File: config.mk
export PLATFORM = sky130hd
export DESIGN_NAME = sgp_config_port
export DESIGN_NICKNAME = d
export VERILOG_FILES = /design/src/rtl/sgp_pkg.sv /design/src/rtl/sgp_line_if.sv /design/src/rtl/sgp_line_bank.sv /design/src/rtl/sgp_config_port.sv
export VERILOG_INCLUDE_DIRS = /design/src /design/src/rtl
export SDC_FILE = /design/constraint.sdc
export NUM_CORES = 1
export LEC_CHECK = 0
export BUFFER_PORTS_ARGS = -buffer_cell sky130_fd_sc_hd__buf_2
export CORE_MARGIN = 3
export CORE_UTILIZATION = 51
export CTS_CLUSTER_DIAMETER = 120
export DETAILED_ROUTE_END_ITERATION = 8
export PLACE_DENSITY = 0.76
export RECOVER_POWER = 50
export SLEW_MARGIN = 20
export SYNTH_ARGS = -nofsm -noshare
export SYNTH_HDL_FRONTEND = slang
export SYNTH_SLANG_ARGS = --single-unit
File: constraint.sdc
create_clock -name clk -period 2.6 [get_ports clk]
set_input_delay 0.26 -clock clk [delete_from_list [all_inputs] [get_ports clk]]
set_output_delay 0.26 -clock clk [all_outputs]
set_load 0.03 [all_outputs]
File: src/rtl/sgp_regs.svh
// Purpose: offsets, keys and reset values of the port config block
// Assumes: 16-bit host i/o addresses, 8-bit data
// Notes: definitions only
`ifndef SGP_REGS_SVH
`define SGP_REGS_SVH
`define SGP_INDEX_PORT 16'h002E
`define SGP_DATA_PORT 16'h002F
`define SGP_KEY_ENTER 8'h87
`define SGP_KEY_EXIT 8'hAA
`define SGP_IDX_DEV_SELECT 8'h07
`define SGP_IDX_PORT_FUNCTION_ENABLE 8'h30
`define SGP_IDX_LINE_DIRECTION 8'hE0
`define SGP_IDX_LINE_DATA 8'hE1
`define SGP_IDX_LINE_POLARITY_INVERT 8'hE2
`define SGP_DEV_LINE_REGS 8'h07
`define SGP_DEV_PORT_ENABLE 8'h09
`define SGP_ENABLE_BIT 7
`define SGP_RST_DIRECTION 8'hFF
`define SGP_RST_DATA 8'h00
`define SGP_RST_INVERT 8'h00
`define SGP_RST_ENABLE 8'h00
`define SGP_RST_INDEX 8'h00
`define SGP_RST_DEVICE 8'h00
`define SGP_IDLE_READ 8'hFF
`endif

File: src/rtl/sgp_pkg.sv
// Purpose: shared types of the port config block
// Assumes: nothing beyond the header
// Notes: unlock states are one-hot
package sgp_pkg;
  typedef logic [7:0] sgp_byte_t;
  typedef enum logic [2:0] {
    SGP_LOCKED = 3'b001,
    SGP_HALF = 3'b010,
    SGP_OPEN = 3'b100
  } sgp_mode_t;
endpackage

File: src/rtl/sgp_line_if.sv
// Purpose: carries line settings and sampled levels between modules
// Assumes: one clock
// Notes: ctrl drives settings, bank returns levels
`timescale 1ns/1ns
interface sgp_line_if;
  import sgp_pkg::*;
  sgp_byte_t direction;
  sgp_byte_t dataOut;
  sgp_byte_t invert;
  logic portEnable;
  sgp_byte_t levelIn;
  modport ctrl (output direction, dataOut, invert, portEnable,
                input levelIn);
  modport bank (input direction, dataOut, invert, portEnable,
                output levelIn);
endinterface

File: src/rtl/sgp_line_bank.sv
// Purpose: eight pin drivers with input synchroniser and inversion
// Assumes: pins are asynchronous to clk
// Notes: lines float while the port function is disabled
`timescale 1ns/1ns
module sgp_line_bank
  import sgp_pkg::*;
(
  input wire logic clk, // system clock
  input wire logic sys_rst, // sync reset, high
  input wire sgp_pkg::sgp_byte_t pinIn, // pin levels
  output logic [7:0] pinOut, // pin drive levels
  output logic [7:0] pinOe, // high drives the pin
  sgp_line_if.bank lines // settings and levels
);
  import sgp_pkg::*;

  sgp_byte_t syncA_r;
  sgp_byte_t syncB_r;
  sgp_byte_t outLevel_r;
  sgp_byte_t outEn_r;
  wire sgp_byte_t outLevel_nxt = lines.dataOut ^ lines.invert;
  wire sgp_byte_t outEn_nxt = lines.portEnable ? ~lines.direction : 8'h00;

  always_ff @(posedge clk) begin
    if (sys_rst) begin
      syncA_r <= 8'h00;
      syncB_r <= 8'h00;
      outLevel_r <= 8'h00;
      outEn_r <= 8'h00;
    end else begin
      syncA_r <= pinIn;
      syncB_r <= syncA_r;
      outLevel_r <= outLevel_nxt;
      outEn_r <= outEn_nxt;
    end
  end

  assign pinOut = outLevel_r;
  assign pinOe = outEn_r;
  assign lines.levelIn = syncB_r ^ lines.invert;
endmodule

File: src/rtl/sgp_config_port.sv
// Purpose: index/data config port with eight-line general i/o port
// Assumes: host i/o cycles arrive as one-cycle strobes on clk
// Notes: read data is registered, valid one cycle after the strobe
`timescale 1ns/1ns
`include "sgp_regs.svh"
module sgp_config_port
  import sgp_pkg::*;
(
  input wire logic clk, // system clock
  input wire logic sys_rst, // sync reset, high
  input wire logic [15:0] ioAddr, // host i/o address
  input wire logic ioWrStb, // host write strobe
  input wire logic ioRdStb, // host read strobe
  input wire sgp_pkg::sgp_byte_t ioWrData, // host write data
  output sgp_pkg::sgp_byte_t ioRdData, // host read data
  output logic ioRdValid, // read data valid pulse
  output logic cfgOpen, // config mode active
  input wire sgp_pkg::sgp_byte_t pinIn, // pin levels
  output logic [7:0] pinOut, // pin drive levels
  output logic [7:0] pinOe // high drives the pin
);
  import sgp_pkg::*;

  sgp_mode_t mode_r;
  sgp_mode_t mode_nxt;
  sgp_byte_t index_r;
  sgp_byte_t device_r;
  sgp_byte_t enable_r;
  sgp_byte_t direction_r;
  sgp_byte_t data_r;
  sgp_byte_t invert_r;
  sgp_byte_t rdData_r;
  logic rdValid_r;

  sgp_line_if lines ();

  // decoding of the host cycle
  wire hitIndex = (ioAddr == `SGP_INDEX_PORT);
  wire hitData = (ioAddr == `SGP_DATA_PORT);
  wire wrIndex = ioWrStb && hitIndex;
  wire isOpen = (mode_r == SGP_OPEN);
  wire wrData = ioWrStb && hitData && isOpen;
  wire rdData = ioRdStb && hitData && isOpen;
  wire devLines = (device_r == `SGP_DEV_LINE_REGS);
  wire devEnable = (device_r == `SGP_DEV_PORT_ENABLE);
  wire selDevice = (index_r == `SGP_IDX_DEV_SELECT);
  wire selEnable = devEnable &&
                   (index_r == `SGP_IDX_PORT_FUNCTION_ENABLE);
  wire selDir = devLines && (index_r == `SGP_IDX_LINE_DIRECTION);
  wire selData = devLines && (index_r == `SGP_IDX_LINE_DATA);
  wire selInv = devLines && (index_r == `SGP_IDX_LINE_POLARITY_INVERT);

  // input lines keep their stored bit, outputs take the write
  function automatic sgp_byte_t mergeData(input sgp_byte_t wr,
                                          input sgp_byte_t old,
                                          input sgp_byte_t dir);
    mergeData = (wr & ~dir) | (old & dir);
  endfunction

  // readback of the line data: stored for outputs, pin for inputs
  wire sgp_byte_t dataView = (data_r & ~direction_r) |
                             (lines.levelIn & direction_r);

  wire sgp_byte_t regView =
    selDevice ? device_r :
    selEnable ? enable_r :
    selDir ? direction_r :
    selData ? dataView :
    selInv ? invert_r : `SGP_IDLE_READ;

  wire sgp_byte_t rdNxt = hitIndex ? index_r : regView;

  always_comb begin
    mode_nxt = mode_r;
    case (mode_r)
      SGP_LOCKED: begin
        if (wrIndex && ioWrData == `SGP_KEY_ENTER) begin
          mode_nxt = SGP_HALF;
        end
      end
      SGP_HALF: begin
        if (ioWrStb) begin
          if (wrIndex && ioWrData == `SGP_KEY_ENTER) begin
            mode_nxt = SGP_OPEN;
          end else begin
            mode_nxt = SGP_LOCKED;
          end
        end
      end
      SGP_OPEN: begin
        if (wrIndex && ioWrData == `SGP_KEY_EXIT) begin
          mode_nxt = SGP_LOCKED;
        end
      end
      default: mode_nxt = SGP_LOCKED;
    endcase
  end

  // write qualifiers per register
  wire idxWr = wrIndex && isOpen && (ioWrData != `SGP_KEY_EXIT);
  wire devWr = wrData && selDevice;
  wire enaWr = wrData && selEnable;
  wire dirWr = wrData && selDir;
  wire datWr = wrData && selData;
  wire invWr = wrData && selInv;
  wire rdHit = ioRdStb && (hitIndex || hitData);
  // locked reads answer the idle value
  wire rdOpen = rdData || (ioRdStb && hitIndex && isOpen);

  // exit key never lands in the index
  wire sgp_byte_t index_nxt = idxWr ? ioWrData : index_r;
  wire sgp_byte_t device_nxt = devWr ? ioWrData : device_r;
  wire sgp_byte_t enable_nxt = enaWr ? ioWrData : enable_r;
  wire sgp_byte_t direction_nxt =
    dirWr ? ioWrData : direction_r;
  wire sgp_byte_t data_nxt =
    datWr ? mergeData(ioWrData, data_r, direction_r) : data_r;
  wire sgp_byte_t invert_nxt = invWr ? ioWrData : invert_r;
  wire sgp_byte_t rdData_nxt =
    rdHit ? (rdOpen ? rdNxt : `SGP_IDLE_READ) : rdData_r;

  always_ff @(posedge clk) begin
    if (sys_rst) begin
      mode_r <= SGP_LOCKED;
    end else begin
      mode_r <= mode_nxt;
    end
  end

  always_ff @(posedge clk) begin
    if (sys_rst) begin
      index_r <= `SGP_RST_INDEX;
    end else begin
      index_r <= index_nxt;
    end
  end

  always_ff @(posedge clk) begin
    if (sys_rst) begin
      device_r <= `SGP_RST_DEVICE;
    end else begin
      device_r <= device_nxt;
    end
  end

  always_ff @(posedge clk) begin
    if (sys_rst) begin
      enable_r <= `SGP_RST_ENABLE;
    end else begin
      enable_r <= enable_nxt;
    end
  end

  always_ff @(posedge clk) begin
    if (sys_rst) begin
      direction_r <= `SGP_RST_DIRECTION;
    end else begin
      direction_r <= direction_nxt;
    end
  end

  always_ff @(posedge clk) begin
    if (sys_rst) begin
      data_r <= `SGP_RST_DATA;
    end else begin
      data_r <= data_nxt;
    end
  end

  always_ff @(posedge clk) begin
    if (sys_rst) begin
      invert_r <= `SGP_RST_INVERT;
    end else begin
      invert_r <= invert_nxt;
    end
  end

  always_ff @(posedge clk) begin
    if (sys_rst) begin
      rdData_r <= `SGP_IDLE_READ;
    end else begin
      rdData_r <= rdData_nxt;
    end
  end

  always_ff @(posedge clk) begin
    if (sys_rst) begin
      rdValid_r <= 1'b0;
    end else begin
      rdValid_r <= rdHit;
    end
  end

  assign lines.direction = direction_r;
  assign lines.dataOut = data_r;
  assign lines.invert = invert_r;
  assign lines.portEnable = enable_r[`SGP_ENABLE_BIT];

  sgp_line_bank bank (
    .clk(clk),
    .sys_rst(sys_rst),
    .pinIn(pinIn),
    .pinOut(pinOut),
    .pinOe(pinOe),
    .lines(lines)
  );

  assign ioRdData = rdData_r;
  assign ioRdValid = rdValid_r;
  assign cfgOpen = isOpen;
endmodule

**Yosys cells after proc, flatten, opt, wreduce, memory -nomap -nowiden**

Cells that the tools add are included.

- Input port bits: 36
- Bits in registers: 92
- Output and inout port bits: 26
- Logic and storage cells: 78

- Reductions and logical operators: 25
- Equality and inequality tests: 18
- Multiplexer cells: 12
- Bitwise operators: 10

Operators with widths:

| cell | number |
|---|---|
| $mux W8 | 7 |
| $eq A8 B8 Y1 const B | 5 |
| $and A8 B8 Y8 | 4 |
| $eq A16 B6 Y1 const B | 2 |
| $logic_and A1 B1 Y1 | 21 |
| $eq A8 B3 Y1 const B | 2 |
| $or A8 B8 Y8 | 2 |
| $xor A8 B8 Y8 | 2 |
| $mux W3 | 4 |
| $pmux W3 S3 | 1 |
| $eq A8 B4 Y1 const B | 1 |
| $eq A8 B6 Y1 const B | 1 |
| $ne A8 B8 Y1 const B | 1 |
| $not A8 Y8 | 1 |
| $ne A2 B2 Y1 const B | 2 |
| $eq A3 B1 Y1 const B | 1 |
| $eq A3 B2 Y1 const B | 1 |
| $eq A3 B3 Y1 const B | 1 |
| $reduce_and A3 Y1 | 1 |
| $logic_or A1 B1 Y1 | 2 |
| $ne A2 B1 Y1 const B | 1 |
| $reduce_or A2 Y1 | 1 |
| $not A1 Y1 | 1 |

**Longest topological paths before layout**

- Depth after elaboration: 9
- Mapped depth: 9
- Depth with buffers taken out: 8

**By module**

Synthesis repeated with hierarchy kept, for this count alone.

- Cells, all modules: 426
- Area, all modules: 4,032.6 um^2

By module, submodules not included:

| module | area each (um^2) | sequential area each (um^2) | cells each | instances |
|---|---|---|---|---|
| sgp_config_port | 3,056.7 | 1,201.2 | 342 | 1 |
| sgp_line_bank | 975.9 | 640.6 | 84 | 1 |

**Worst setup path after synthesis**

Ideal clock, no wire load.

- Path kind: input to register
- Start: input port ioAddr[12]
- End: register rdData_r[0], in the netlist ioRdData[0]
- Data required time: 2.480 ns
- Data arrival time: 2.334 ns
- Stages on the path: 7
- Slack: 0.146 ns
- Buffers on the path: 1
- Setup time: 0.120 ns
- Cells stage by stage: or4b_4 or4_4 or3_1 buf_2 a211oi_2 a21oi_1 a211o_1

- Word-level cells in the longest chain between the ends: 5
- Elaborated cells between the ends (all ways): 11
- Classes of those cells: 2 x eq/ne; 2 x mux; 7 x reduce/logical

Ends and longest elaborated chain:

| element | RTL line | source |
|---|---|---|
| start: declaration | sgp_config_port.sv:11 | `input wire logic [15:0] ioAddr,` |
| $eq A16 B6 Y1 (no line) | - |  |
| $logic_and A1 B1 Y1 (on tied branches) (2 in a row) | sgp_config_port.sv:43, sgp_config_port.sv:108 |  |
| $logic_or A1 B1 Y1 | sgp_config_port.sv:108 | `wire rdOpen = rdData \|\| (ioRdStb && hitIndex && isOpen);` |
| $mux W8 (no line) | - |  |
| end signal: assignment | sgp_config_port.sv:180 | `` rdData_r <= `SGP_IDLE_READ; `` |
| end signal: assignment | sgp_config_port.sv:182 | `rdData_r <= rdData_nxt;` |
| end: declaration | sgp_config_port.sv:32 | `sgp_byte_t rdData_r;` |

Parallel ways exist; a longest one is shown, timed or not.
A chain may end at the register's enable or synchronous reset.

**Final worst setup path**

- Start: register index_r[2]
- End: register enable_r[5]

- Word-level cells in the longest chain between the ends: 3

Ends and longest elaborated chain:

| element | RTL line | source |
|---|---|---|
| start: declaration | sgp_config_port.sv:26 | `sgp_byte_t index_r;` |
| start signal: assignment | sgp_config_port.sv:132 | `` index_r <= `SGP_RST_INDEX; `` |
| start signal: assignment | sgp_config_port.sv:134 | `index_r <= index_nxt;` |
| $eq A8 B6 Y1 (no line) | - |  |
| $logic_and A1 B1 Y1 | sgp_config_port.sv:47 | `wire selEnable = devEnable &&` |
| $logic_and A1 B1 Y1 | sgp_config_port.sv:102 | `wire enaWr = wrData && selEnable;` |
| end signal: assignment | sgp_config_port.sv:148 | `` enable_r <= `SGP_RST_ENABLE; `` |
| end signal: assignment | sgp_config_port.sv:150 | `enable_r <= enable_nxt;` |
| end: declaration | sgp_config_port.sv:28 | `sgp_byte_t enable_r;` |

Every way passes these cells.

==> flow_summary.ini <==
[cts]
clk_pin_slew_ps = 90
cts_tree = built
clock_sinks = 92
cts_hold_buf = 0
numCtsBuffers = 9
root_buffer = clkbuf_8
worstSkewPairLatency_ps = 370
clock_path_buffers = 2
cts.repair.resized = 0
cts_setup_buffers = 0
h-tree-depth = 3

[route]
drc = 0
vias = 3515
drtIter0Drc = 275
routedWlPerCell_um = 16.5
dr.pass1.iters = 5
vias_per_cell = 5.71
postRouteAntennaNets = 0
drt-total-wl_mm = 10.2

[final_layout]
finalNetCount = 548
antenna_cells = 0
final_area_um2 = 4570
num-fill-cells = 660
drive_above_1_share = 0.151
area_delta_synth_final_pct = 15.3

[die]
die_area_um2 = 8870
rows = 31
core_area_um2 = 7410
die_h_um = 94.2
die_w_um = 94.2
pin_count = 62
start_util = 0.535

[timing]
fin_skew_ps = 11.5
final_hold_viol_count = 0
setup_viol = 0
layout_worst_path_cycle_share = 0.859
slew_violations = 0
tightestPinTransition_ps = 1310
min_period_ps = 2230
fmax_mhz = 448
tns_ps = 0
timing.slew.headroom = 0.126
rsz0062_at_grt = no

[place]
gp_congestion = 0.948
numPortBuffers = 61
dp_hpwl_mm = 7.27
dpl-instance-area_um2 = 4430

[global_routing]
grt_max_degree = 52
overflow = 0
grt_first_pass_wirelength_mm = 16.0
grtUsageTotal = 0.236
antenna_found_initial = 0
grt_pass1_vias = 3194

[logic_synthesis]
synth_edf_count = 0
yosysMostFrequentCell = dfxtp_1
synth_commonest_cells = 92 x dfxtp_1, 88 x nor2_1, 32 x mux2i_1
synth_warnings = 0
yosysTopAreaCell = dfxtp_1
netlist_instances = 448
syn-num-nets = 484
avgSynthCellArea_um2 = 8.85
synth_ff_type = dfxtp_1
synthArstFlopShare = 0
ys_ff_latch = 92
synth_area_um2 = 3970
synth_top_area_frac = 0.464
synthDistinctLibCells = 52
synth_area_leaders = dfxtp_1 46%, nor2_1 8.3%, mux2i_1 8.1%, a31oi_1 3.2%, nor2b_1 3.2%
synth_seq_area_share = 0.464

[setup_path]
r2r_slack_ps = 370
rr_startpoint = index_r[2]$_SDFFE_PP0P_
rr_endpoint = enable_r[5]$_SDFFE_PP0P_
critical_path.top_delay_family = simple AND/OR/NAND/NOR gates
cp_max_fo = 11
critPathCaptureType = flop
required_ps = 2810
cp-start-kind = flop
r2r_cells = 7
crit_slowest_cell = nor4_1
crit_type = reg -> reg
cp_slowest_stage_delay_ps = 420
crit_buf_inv = 1
critical_path.cell_chain = nor4_1 -> nand3_1 -> or2_2 -> nor2_2 -> buf_4 -> mux2i_1 -> nor2_1
arrival_ps = 2440

[worst_hold_path]
min_path_type = in -> reg
hp-start = pinIn[2]
holdPathStages = 2
min_to = bank.syncA_r[2]$_SDFF_PP0_

[run_status]
outcome = complete, no violations

[power_and_ir_drop]
p_per_area_nw_per_um2 = 534
p_leak_nw = 1.84
irDropWorstVdd_mv = 0.342

[run]
maxCapViolCount = 0
## through the flow
stage / instances / total power (W) / hold slack (ps) / setup WS, ps / utilization
floorplan: 448 / 0.00149 / 388 / 146 / -
global placement: 600 / 0.00155 / 417 / 102 / 0.598
detailed placement: 600 / 0.00155 / 434 / 35.1 / 0.598
CTS: 616 / 0.00245 / 87.3 / 413 / 0.624
global route: 616 / 0.00253 / 88.7 / 129 / 0.617
finish: 616 / 0.00244 / 94.7 / 366 / 0.617
## routing by layer
metal  wire length (um)  GRT usage  part of all wire
met5                  0          0                 0
met2               4680      0.371              0.46
met4                173     0.0770             0.017
met3                733     0.0505             0.072
met1               4590      0.324              0.45
## report_power, final
part | total (W) | internal [W] | leakage, nW | switching [W]
Clock | 0.000927 | 0.000390 | 0.0954 | 0.000537
Sequential | 0.00142 | 0.00142 | 0.745 | 0.00000479
Combinational | 0.0000909 | 0.0000336 | 1.00 | 0.0000573
## worst max path at each step
stage | slack [ps] | cells after the start | from | to
finish | 370 | 7 | index_r[2]$_SDFFE_PP0P_ | enable_r[5]$_SDFFE_PP0P_
global route | 130 | 7 | index_r[2]$_SDFFE_PP0P_ | enable_r[5]$_SDFFE_PP0P_
CTS | 410 | 8 | ioAddr[12] | ioRdData[2]$_SDFFE_PP1P_
detailed placement | 40 | 8 | ioAddr[12] | ioRdData[2]$_SDFFE_PP1P_
global placement | 100 | 7 | ioAddr[12] | ioRdData[0]$_SDFFE_PP1P_
floorplan | 150 | 7 | ioAddr[12] | ioRdData[0]$_SDFFE_PP1P_
## cells in the final DEF, fill, tap and decap left out, drive strengths merged, types with 3 or more instances in the layout
master,synthesis,final
clkbuf,14,38
nor3,6,6
xnor2,11,11
nand4,4,4
nand2,26,26
nor3b,3,3
nor2b,20,20
or4,4,4
and3,10,10
o21ai,13,13
nor2,90,90
or3,5,5
o22ai,9,9
a211o,10,10
a31oi,20,20
o211ai,3,3
a21oi,18,18
nand2b,5,5
nand3,3,3
mux2i,32,32
inv,11,14
or4b,3,3
buf,9,48
nor4,5,5
dfxtp,92,92
## area by class of cell
type | count | area, um2 | area share
multi-input combinational | 322 | 1990 | 0.436
inverter | 11 | 41.3 | 0.00903
timing repair buffer | 76 | 382 | 0.0834
clock inverter | 6 | 53.8 | 0.0118
sequential | 92 | 1840 | 0.403
clock buffer | 10 | 138 | 0.0301
tap | 99 | 124 | 0.0271
## kinds of logic after synthesis
logic type      Yosys count  share of synthesized area
compound gates           85                      0.139
xor+xnor                 12                     0.0265
buf+inv                  34                     0.0328
flops                    92                      0.465
mux                      32                     0.0808
simple gates            193                      0.257
Note: power is estimated with default switching activity, not from simulation.
